[src/rat_defs.svh]
// Purpose: register offsets, field positions and timing figures
// Assumes: byte-wide register port, 1 Hz calendar advance strobe
// Notes:   times are in their own units; second counts derive in the code
`ifndef RAT_DEFS_SVH
`define RAT_DEFS_SVH

// register offsets
`define RAT_OFF_STATUS       8'h07
`define RAT_OFF_INT_CTRL     8'h08
`define RAT_OFF_SUPPLY_CTRL  8'h09
`define RAT_OFF_TEMP_CTRL    8'h0d
`define RAT_OFF_FINAL_ATRIM  8'h0e
`define RAT_OFF_FINAL_DTRIM  8'h0f
`define RAT_OFF_ALARM_BASE   8'h10
`define RAT_OFF_ALARM_LAST   8'h15
`define RAT_OFF_STAMP_BASE   8'h16
`define RAT_OFF_STAMP_LAST   8'h1a

// field positions
`define RAT_BIT_ALARM_FLAG   6
`define RAT_BIT_AUTO_CLEAR   7
`define RAT_BIT_PULSED_SEL   6
`define RAT_BIT_STAMP_CLEAR  7
`define RAT_BIT_TSE          7
`define RAT_BIT_BATTERY_TEMP_SENSE_ENABLE         6
`define RAT_BIT_BATTERY_SENSE_RATE_SELECT         5
`define RAT_BIT_ALARM_EN     7

// reset values
`define RAT_RST_BYTE         8'h00
`define RAT_RST_ALARM_BYTE   8'h01
`define RAT_RST_GAIN         4'h8

// gain factor legal range
`define RAT_GAIN_MIN         4'h4
`define RAT_GAIN_MAX         4'hc

// timing: sensing periods in minutes, alarm pulse width in cycles
`define RAT_BATT_SLOW_MIN    10
`define RAT_BATT_FAST_MIN    1
`define RAT_MAINS_MIN        1
`define RAT_SEC_PER_MIN      60
`define RAT_IRQ_PULSE_CYCLES 4'h8

`endif

[src/rat_pkg.sv]
// Purpose: shared types of the alarm, trim and time stamp block
// Assumes: nothing beyond rat_defs.svh
// Notes:   alarm mode is a resolved state, not a register field
package rat_pkg;

    typedef enum logic [1:0] {
        ALM_OFF    = 2'b00,
        ALM_SINGLE = 2'b01,
        ALM_PULSED = 2'b10
    } rat_alarm_mode_t;

    typedef logic [7:0] rat_byte_t;

endpackage

[src/rat_top.sv]
// Purpose: temp sensing schedule, trim gain, final trims, alarm, stamp
// Assumes: cal_advance pulses with the already advanced calendar bytes
// Notes:   register port answers reads one cycle after the strobe
`include "rat_defs.svh"
`timescale 1ns/1ns
`default_nettype none

module rat_top (
    input  wire logic                   mclk,
    input  wire logic                   rst,
    input  wire logic [7:0]             reg_addr,
    input  wire logic [7:0]             reg_wdata,
    input  wire logic                   reg_wr,
    input  wire logic                   reg_rd,
    output logic      [7:0]             reg_rdata,
    input  wire logic                   cal_advance,
    input  wire logic [7:0]             cal_seconds,
    input  wire logic [7:0]             cal_minutes,
    input  wire logic [7:0]             cal_hours,
    input  wire logic [7:0]             cal_date,
    input  wire logic [7:0]             cal_month,
    input  wire logic [7:0]             cal_weekday,
    input  wire logic                   battery_mode,
    input  wire logic                   vbat_low,
    input  wire logic                   freq_out_active,
    input  wire logic [5:0]             init_analog_trim,
    input  wire logic [2:0]             init_digital_trim,
    input  wire logic                   corr_done,
    input  wire logic [5:0]             corr_analog_trim,
    input  wire logic [2:0]             corr_digital_trim,
    output logic                        sense_start,
    output logic      [3:0]             gain_applied,
    output logic                        gain_valid,
    output logic      [5:0]             final_analog_trim,
    output logic      [2:0]             final_digital_trim,
    output logic signed [8:0]           digital_trim_ppm,
    output rat_pkg::rat_alarm_mode_t    alarm_mode,
    output logic                        irq_n
);
    import rat_pkg::*;

    localparam logic [9:0] SLOW_SEC =
        10'(`RAT_BATT_SLOW_MIN * `RAT_SEC_PER_MIN);
    localparam logic [9:0] FAST_SEC =
        10'(`RAT_BATT_FAST_MIN * `RAT_SEC_PER_MIN);
    localparam logic [9:0] MAINS_SEC =
        10'(`RAT_MAINS_MIN * `RAT_SEC_PER_MIN);

    logic            tse_q, battery_temp_sense_enable_q, battery_sense_rate_select_q, auto_clear_q, pulsed_sel_q;
    logic [3:0]      gain_q;
    logic [3:0]      gain_applied_q;
    logic [5:0]      fatrim_q;
    logic [2:0]      fdtrim_q;
    logic signed [8:0] ppm_q;
    rat_byte_t       alarm_q [6];
    rat_byte_t       stamp_q [5];
    rat_byte_t       cal_now [6];
    logic            stamp_armed_q, batt_prev_q;
    logic            alarm_flag_q, match_prev_q;
    logic [3:0]      pulse_cnt_q;
    logic [9:0]      sec_cnt_q, period_sec;
    logic            sense_en, sense_start_q;
    logic            match_now, any_en, alarm_fire, capture;
    logic            wr_status, wr_stamp_clr, rd_status;
    rat_byte_t       rd_mux, rdata_q;
    rat_alarm_mode_t mode;

    assign cal_now = '{cal_seconds, cal_minutes, cal_hours,
                       cal_date, cal_month, cal_weekday};

    assign wr_status    = reg_wr && reg_addr == `RAT_OFF_STATUS;
    assign rd_status    = reg_rd && reg_addr == `RAT_OFF_STATUS;
    assign wr_stamp_clr = reg_wr && reg_addr == `RAT_OFF_SUPPLY_CTRL
                          && reg_wdata[`RAT_BIT_STAMP_CLEAR];

    // control bits; trim status offsets take no write
    always_ff @(posedge mclk or posedge rst) begin
        if (rst) begin
            tse_q        <= 1'b0;
            battery_temp_sense_enable_q       <= 1'b0;
            battery_sense_rate_select_q       <= 1'b0;
            gain_q       <= `RAT_RST_GAIN;
            auto_clear_q <= 1'b0;
            pulsed_sel_q <= 1'b0;
        end else if (reg_wr) begin
            case (reg_addr)
                `RAT_OFF_TEMP_CTRL: begin
                    tse_q  <= reg_wdata[`RAT_BIT_TSE];
                    battery_temp_sense_enable_q <= reg_wdata[`RAT_BIT_BATTERY_TEMP_SENSE_ENABLE];
                    battery_sense_rate_select_q <= reg_wdata[`RAT_BIT_BATTERY_SENSE_RATE_SELECT];
                    gain_q <= reg_wdata[3:0];
                end
                `RAT_OFF_INT_CTRL: begin
                    auto_clear_q <= reg_wdata[`RAT_BIT_AUTO_CLEAR];
                    pulsed_sel_q <= reg_wdata[`RAT_BIT_PULSED_SEL];
                end
                default: ;
            endcase
        end
    end

    // alarm bytes keep the calendar layout with enable on top
    always_ff @(posedge mclk or posedge rst) begin
        if (rst) begin
            for (int i = 0; i < 6; i++)
                alarm_q[i] <= `RAT_RST_ALARM_BYTE;
        end else if (reg_wr && reg_addr >= `RAT_OFF_ALARM_BASE
                     && reg_addr <= `RAT_OFF_ALARM_LAST) begin
            alarm_q[3'(reg_addr - `RAT_OFF_ALARM_BASE)] <= reg_wdata;
        end
    end

    // sensing schedule counted in calendar seconds
    always_comb begin
        if (battery_mode)
            period_sec = battery_sense_rate_select_q ? FAST_SEC : SLOW_SEC;
        else
            period_sec = MAINS_SEC;
    end

    assign sense_en = tse_q && (!battery_mode || (battery_temp_sense_enable_q && !vbat_low));

    always_ff @(posedge mclk or posedge rst) begin
        if (rst) begin
            sec_cnt_q     <= 10'h000;
            sense_start_q <= 1'b0;
        end else begin
            sense_start_q <= 1'b0;
            if (!sense_en) begin
                sec_cnt_q <= 10'h000;
            end else if (cal_advance) begin
                if (sec_cnt_q >= period_sec - 10'h001) begin
                    sec_cnt_q     <= 10'h000;
                    sense_start_q <= 1'b1;
                end else begin
                    sec_cnt_q <= sec_cnt_q + 10'h001;
                end
            end
        end
    end

    // gain is taken only at a sensing start, so a half-written gain
    // under sense disabled never reaches the trim engine
    always_ff @(posedge mclk or posedge rst) begin
        if (rst)
            gain_applied_q <= `RAT_RST_GAIN;
        else if (sense_start_q)
            gain_applied_q <= gain_q;
    end

    // step multiplier is code/8: 4 gives 0.500, 8 unity, 12 gives 1.500
    assign gain_valid = gain_applied_q >= `RAT_GAIN_MIN
                        && gain_applied_q <= `RAT_GAIN_MAX;

    function automatic logic signed [8:0] dtrim_ppm(input logic [2:0] c);
        case (c)
            3'h6:    dtrim_ppm = 9'sd196;
            3'h7:    dtrim_ppm = -9'sd32;
            default: dtrim_ppm = 9'($unsigned(c) * 32);
        endcase
    endfunction

    // final trims follow the initial values while sensing is off
    always_ff @(posedge mclk or posedge rst) begin
        if (rst) begin
            fatrim_q <= 6'h00;
            fdtrim_q <= 3'h0;
            ppm_q    <= 9'sh000;
        end else if (!tse_q) begin
            fatrim_q <= init_analog_trim;
            fdtrim_q <= init_digital_trim;
            ppm_q    <= dtrim_ppm(init_digital_trim);
        end else if (corr_done) begin
            fatrim_q <= corr_analog_trim;
            fdtrim_q <= corr_digital_trim;
            ppm_q    <= dtrim_ppm(corr_digital_trim);
        end
    end

    // alarm compare over the low seven bits of enabled fields
    always_comb begin
        any_en    = 1'b0;
        match_now = 1'b1;
        for (int i = 0; i < 6; i++) begin
            if (alarm_q[i][`RAT_BIT_ALARM_EN]) begin
                any_en = 1'b1;
                if (alarm_q[i][6:0] != cal_now[i][6:0])
                    match_now = 1'b0;
            end
        end
        match_now = match_now && any_en;
    end

    // edge of the match so a minute-wide match fires only once
    assign alarm_fire = cal_advance && match_now && !match_prev_q;

    always_ff @(posedge mclk or posedge rst) begin
        if (rst)
            match_prev_q <= 1'b0;
        else if (cal_advance)
            match_prev_q <= match_now;
    end

    always_comb begin
        if (!any_en || freq_out_active)
            mode = ALM_OFF;
        else if (pulsed_sel_q)
            mode = ALM_PULSED;
        else
            mode = ALM_SINGLE;
    end

    // set wins over both write clear and auto-clear read
    always_ff @(posedge mclk or posedge rst) begin
        if (rst)
            alarm_flag_q <= 1'b0;
        else if (alarm_fire)
            alarm_flag_q <= 1'b1;
        else if (wr_status && !reg_wdata[`RAT_BIT_ALARM_FLAG])
            alarm_flag_q <= 1'b0;
        else if (rd_status && auto_clear_q)
            alarm_flag_q <= 1'b0;
    end

    // pulse width independent of the flag, so pulses never stall
    always_ff @(posedge mclk or posedge rst) begin
        if (rst)
            pulse_cnt_q <= 4'h0;
        else if (alarm_fire && mode == ALM_PULSED)
            pulse_cnt_q <= `RAT_IRQ_PULSE_CYCLES;
        else if (pulse_cnt_q != 4'h0)
            pulse_cnt_q <= pulse_cnt_q - 4'h1;
    end

    always_comb begin
        case (mode)
            ALM_SINGLE: irq_n = !alarm_flag_q;
            ALM_PULSED: irq_n = pulse_cnt_q == 4'h0;
            default:    irq_n = 1'b1;
        endcase
    end

    // first switchover only; capture beats a clear in the same cycle
    assign capture = battery_mode && !batt_prev_q && stamp_armed_q;

    always_ff @(posedge mclk or posedge rst) begin
        if (rst) begin
            batt_prev_q   <= 1'b0;
            stamp_armed_q <= 1'b1;
            for (int i = 0; i < 5; i++)
                stamp_q[i] <= `RAT_RST_BYTE;
        end else begin
            batt_prev_q <= battery_mode;
            if (capture) begin
                stamp_armed_q <= 1'b0;
                for (int i = 0; i < 5; i++)
                    stamp_q[i] <= cal_now[i];
            end else if (wr_stamp_clr) begin
                stamp_armed_q <= 1'b1;
                for (int i = 0; i < 5; i++)
                    stamp_q[i] <= `RAT_RST_BYTE;
            end
        end
    end

    // read mux, unmapped offsets read zero
    always_comb begin
        rd_mux = 8'h00;
        case (reg_addr)
            `RAT_OFF_STATUS:
                rd_mux[`RAT_BIT_ALARM_FLAG] = alarm_flag_q;
            `RAT_OFF_INT_CTRL: begin
                rd_mux[`RAT_BIT_AUTO_CLEAR] = auto_clear_q;
                rd_mux[`RAT_BIT_PULSED_SEL] = pulsed_sel_q;
            end
            `RAT_OFF_TEMP_CTRL:
                rd_mux = {tse_q, battery_temp_sense_enable_q, battery_sense_rate_select_q, 1'b0, gain_q};
            `RAT_OFF_FINAL_ATRIM: rd_mux = {2'b00, fatrim_q};
            `RAT_OFF_FINAL_DTRIM: rd_mux = {5'h00, fdtrim_q};
            default: begin
                if (reg_addr >= `RAT_OFF_ALARM_BASE
                    && reg_addr <= `RAT_OFF_ALARM_LAST)
                    rd_mux = alarm_q[3'(reg_addr - `RAT_OFF_ALARM_BASE)];
                else if (reg_addr >= `RAT_OFF_STAMP_BASE
                         && reg_addr <= `RAT_OFF_STAMP_LAST)
                    rd_mux = stamp_q[3'(reg_addr - `RAT_OFF_STAMP_BASE)];
            end
        endcase
    end

    always_ff @(posedge mclk or posedge rst) begin
        if (rst)
            rdata_q <= 8'h00;
        else if (reg_rd)
            rdata_q <= rd_mux;
    end

    assign reg_rdata          = rdata_q;
    assign sense_start        = sense_start_q;
    assign gain_applied       = gain_applied_q;
    assign final_analog_trim  = fatrim_q;
    assign final_digital_trim = fdtrim_q;
    assign digital_trim_ppm   = ppm_q;
    assign alarm_mode         = mode;
endmodule // rat_top

`default_nettype wire

[config.mk]
export PLATFORM = sky130hd
export DESIGN_NAME = rat_top
export DESIGN_NICKNAME = d
export VERILOG_FILES = /design/src/rat_pkg.sv /design/src/rat_top.sv
export VERILOG_INCLUDE_DIRS = /design/src
export SDC_FILE = /design/constraint.sdc
export NUM_CORES = 1
export LEC_CHECK = 0
export ABC_AREA = 1
export BUFFER_PORTS_ARGS = -buffer_cell sky130_fd_sc_hd__buf_2
export CORE_ASPECT_RATIO = 1.5
export CORE_UTILIZATION = 48
export CTS_BUF_LIST = sky130_fd_sc_hd__clkbuf_16
export CTS_CLUSTER_DIAMETER = 50
export DETAILED_ROUTE_END_ITERATION = 8
export GPL_TIMING_DRIVEN = 0
export PLACE_DENSITY = 0.72
export SLEW_MARGIN = 40
export SYNTH_ARGS = -nofsm -noshare
export SYNTH_HDL_FRONTEND = slang
export SYNTH_SLANG_ARGS = --single-unit
[constraint.sdc]
create_clock -name mclk -period 3.8 [get_ports mclk]
set_input_delay 0.38 -clock mclk [delete_from_list [all_inputs] [get_ports mclk]]
set_output_delay 0.38 -clock mclk [all_outputs]
set_load 0.02 [all_outputs]
==> impl_results.md <==
- Clock Sinks: 142
- Crit path DAT: 1.93 ns
- Fin Setup TNS: 0 ns
- Starting Density: 49.4%
- Final Net Count: 1251
- Yosys cell types: 38
- Switching Share: 27.8%
- Root Buffer: clkbuf_16
- Max Fanout on Critical Path: 4
- WL per Instance: 17.0 um
- Hold Path Origin: battery_mode
- Final non-filler cell total: 1365
- DIE HEIGHT: 158 um
- H-tree levels: 4
- IO buf count: 119
- Layout area overhead: 21.0%
- ANT nets after route: 0
- Slew @ Worst Pin: 0.629 ns
- Post-synth top flop: dfrtp_1
- Drt drc: 0
- I/O Pins: 126
- Layout Cell Area excl Fill: 0.00941 mm2
- Slew margin rel.: 57.7%
- Die ar.: 0.0167 mm2
- Clock-pin slew on the worst setup and hold paths: 0.06 ns
- Initial antenna violation count: 1
- Rows: 56
- Clock tree buffer depth: 2
- Worst-Skew Late Latency: 0.43 ns
- Critical path required time: 3.42 ns
- Final setup viols: 0
- Post-CTS setup buffers: 0
- Starting DRT DRC Count: 567
- GR Overflow Total: 0
- Placed instance area: 0.00880 mm2
- Global-route wire length before repair: 36000 um
- DPL Wire Length: 18100 um
- Crit share post-route: 60.7%
- CP cell instances: nor3_1 > nand3_1 > nand2_1 > nor2_1 > a22o_1 > inv_1 > buf_2
- Worst setup EP type: output port
- CP max-delay cell: dfrtp_1
- Hold Path Class: in -> reg
- CTS tree: built
- Final Hold Vio Count: 0
- PwrDens: 442 mW/mm2
- Power share of the clock group: 41.5%
- Fillers: 1483
- Number of global-route vias before repair: 7049
- Final Max Slew Viols: 0
- Async set-reset flop share out of synthesis: 100%
- DR vias: 7183
- Startpoint types: flop
- Core box area: 0.0158 mm2
- Die W: 106 um
- Final Skew: 0.00842 ns
- Fmax: 434 MHz
- Seq pwr share: 42.7%
- Crit. Startpoint: alarm_q[31]$_DFFE_PP0P_
- RSZ-0062 raised after global routing: false
- Synth Register Bits: 142
- Vias/cell: 5.26
- Combinational Power Share: 15.9%
- CP Buf/Inv Count: 2
- Leakage: 4.68 nW
- First-pass detailed-route iteration total: 5
- WS Path Type: reg -> out
- Ys Warns: 0
- Critical path's top delay family: simple AND/OR/NAND/NOR gates
- Cells after DPL: 1331
- Seq/Total Area, Yosys: 45.8%
- Layout cells sized above 1: 19.6%
- Routed WL: 23200 um
- Mapped Area: 0.00778 mm2
- Max stage delay on crit path: 0.42 ns
- Reg-to-Reg Start: battery_sense_rate_select_q$_DFFE_PP0P_
- Outcome: completed
- Largest net degree at the start of global routing: 24
- Syn Inst Count: 1000
- Max VDD drop: 0.286 mV
- Psw: 1.16 mW
- Minimum clock period: 2.31 ns
- EDFF count, synth: 0
- Total track usage: 29.1%
- Max Cap Viol: 0
- CTS Buf Count: 17
- GP Congestion: 0.952
- Syn_area_per_cell: 7.78 um2
- Power Internal: 3.01 mW
-- final timing paths --
path	slack, ns	cells past startpoint	end
max reg2reg	1.64	10	sec_cnt_q[2]$_DFFE_PP0P_
max in group asynchronous	2.35	6	gain_q[3]$_DFFE_PP1P_
min	0.11	1	batt_prev_q$_DFF_PP0_
min in group asynchronous	0.54	3	stamp_q[37]$_DFFE_PP0P_
max	1.49	7	irq_n
min reg2reg	0.48	2	digital_trim_ppm[7]$_DFFE_PP0P_
-- per-layer routing --
metal / global-route usage, % / routed length (um)
met2: 51.6 / 11900
met1: 30.7 / 8350
met3: 5.19 / 1250
met4: 21.7 / 1690
met5: 0 / 0
-- layout make-up --
| cell class | instances | area (um2) | share of cell area (%) |
|---|---|---|---|
| flip-flops and latches | 142 | 3560 | 37.9 |
| well taps | 203 | 254 | 2.70 |
| diodes | 1 | 2.50 | 0.0266 |
| clock inverters | 15 | 179 | 1.90 |
| multi-input cells | 686 | 3480 | 37.0 |
| repair buffers | 126 | 756 | 8.03 |
| inverters | 142 | 537 | 5.70 |
| plain buffers | 33 | 210 | 2.23 |
| clock buffers | 17 | 425 | 4.52 |
-- registers in the layout, summed over array words and instances (netlist names), 3 cells and up --
| register | cells |
|---|---|
| final_digital_trim | 3 |
| alarm_q | 48 |
| sec_cnt_q | 10 |
| stamp_q | 40 |
| final_analog_trim | 6 |
| digital_trim_ppm | 5 |
| gain_q | 4 |
| reg_rdata | 8 |
| gain_applied | 4 |
| pulse_cnt_q | 4 |
-- per-stage QoR --
stage	hold slack [ns]	utilization, %	worst slack (ns)	power (mW)
2_1_floorplan	0.411	-	1.65	2.19
3_3_place_gp	0.464	54.8	0.697	2.41
3_5_place_dp	0.431	55.8	1.11	2.45
4_1_cts	0.105	59.7	1.53	4.16
5_1_grt	0.0956	59.7	1.38	4.34
6_report	0.107	59.7	1.49	4.16
-- cell usage in the layout, fill, tap and decap left out, types with 5 or more instances in the layout --
| master | Yosys | final |
|---|---|---|
| nand3_4 | 7 | 7 |
| a21oi_1 | 22 | 22 |
| a22oi_1 | 10 | 10 |
| dfrtp_1 | 133 | 133 |
| nand2_1 | 298 | 298 |
| inv_2 | 8 | 8 |
| dfstp_2 | 9 | 9 |
| xor2_1 | 13 | 13 |
| nand3_1 | 61 | 61 |
| o21ai_0 | 72 | 72 |
| o21ai_1 | 46 | 46 |
| nor3_1 | 8 | 8 |
| nor2_1 | 45 | 45 |
| buf_2 | 12 | 131 |
| clkbuf_1 | 9 | 9 |
| xnor2_1 | 16 | 16 |
| a22o_1 | 5 | 5 |
| o22ai_1 | 22 | 22 |
| o21ai_2 | 8 | 8 |
| inv_1 | 134 | 135 |
| buf_4 | 5 | 5 |
| o211ai_1 | 10 | 10 |
| ha_1 | 12 | 12 |
| clkbuf_16 | 0 | 17 |
| buf_6 | 7 | 7 |
| or2_2 | 9 | 9 |
-- power by group through the flow --
stage / clock network (mW) / logic [mW] / registers [mW]
after floorplan: 0 / 0.404 / 1.79
after CTS: 1.73 / 0.662 / 1.77
after detailed placement: 0 / 0.655 / 1.80
final: 1.73 / 0.661 / 1.78
after global placement: 0 / 0.617 / 1.80
after global routing: 1.81 / 0.746 / 1.79
-- synthesized netlist by cell type, types with 7 or more instances --
cell,instances,area (um2)
a21oi_1,22,110
nand2_1,298,1120
or2_2,9,56.3
nor2_1,45,169
nor3_1,8,40.0
xnor2_1,16,140
buf_2,12,60.1
nand3_1,61,305
ha_1,12,150
inv_1,134,503
o21ai_1,46,230
o21ai_0,72,360
xor2_1,13,114
inv_2,8,30.0
buf_6,7,78.8
o21ai_2,8,70.1
o211ai_1,10,75.1
o22ai_1,22,138
a22oi_1,10,75.1
dfrtp_1,133,3330
dfstp_2,9,236
clkbuf_1,9,33.8
nand3_4,7,123
-- cell families after synthesis --
group,share of synthesized area (%)
AND/OR/NAND/NOR,24.6
AO/OA/AOI/OAI,14.8
buffers and inverters,9.55
flip-flops,45.8
XOR/XNOR,3.26
adder cells (fa/ha/maj),1.93
other,0.0482
-- what timing repair did --
action,CTS,global route
endpoints found under the hold margin,4,0
hold buffers,1,0
endpoints found under the setup margin,0,0
gates resized for setup,0,0
(Power assumes the default switching activity.)
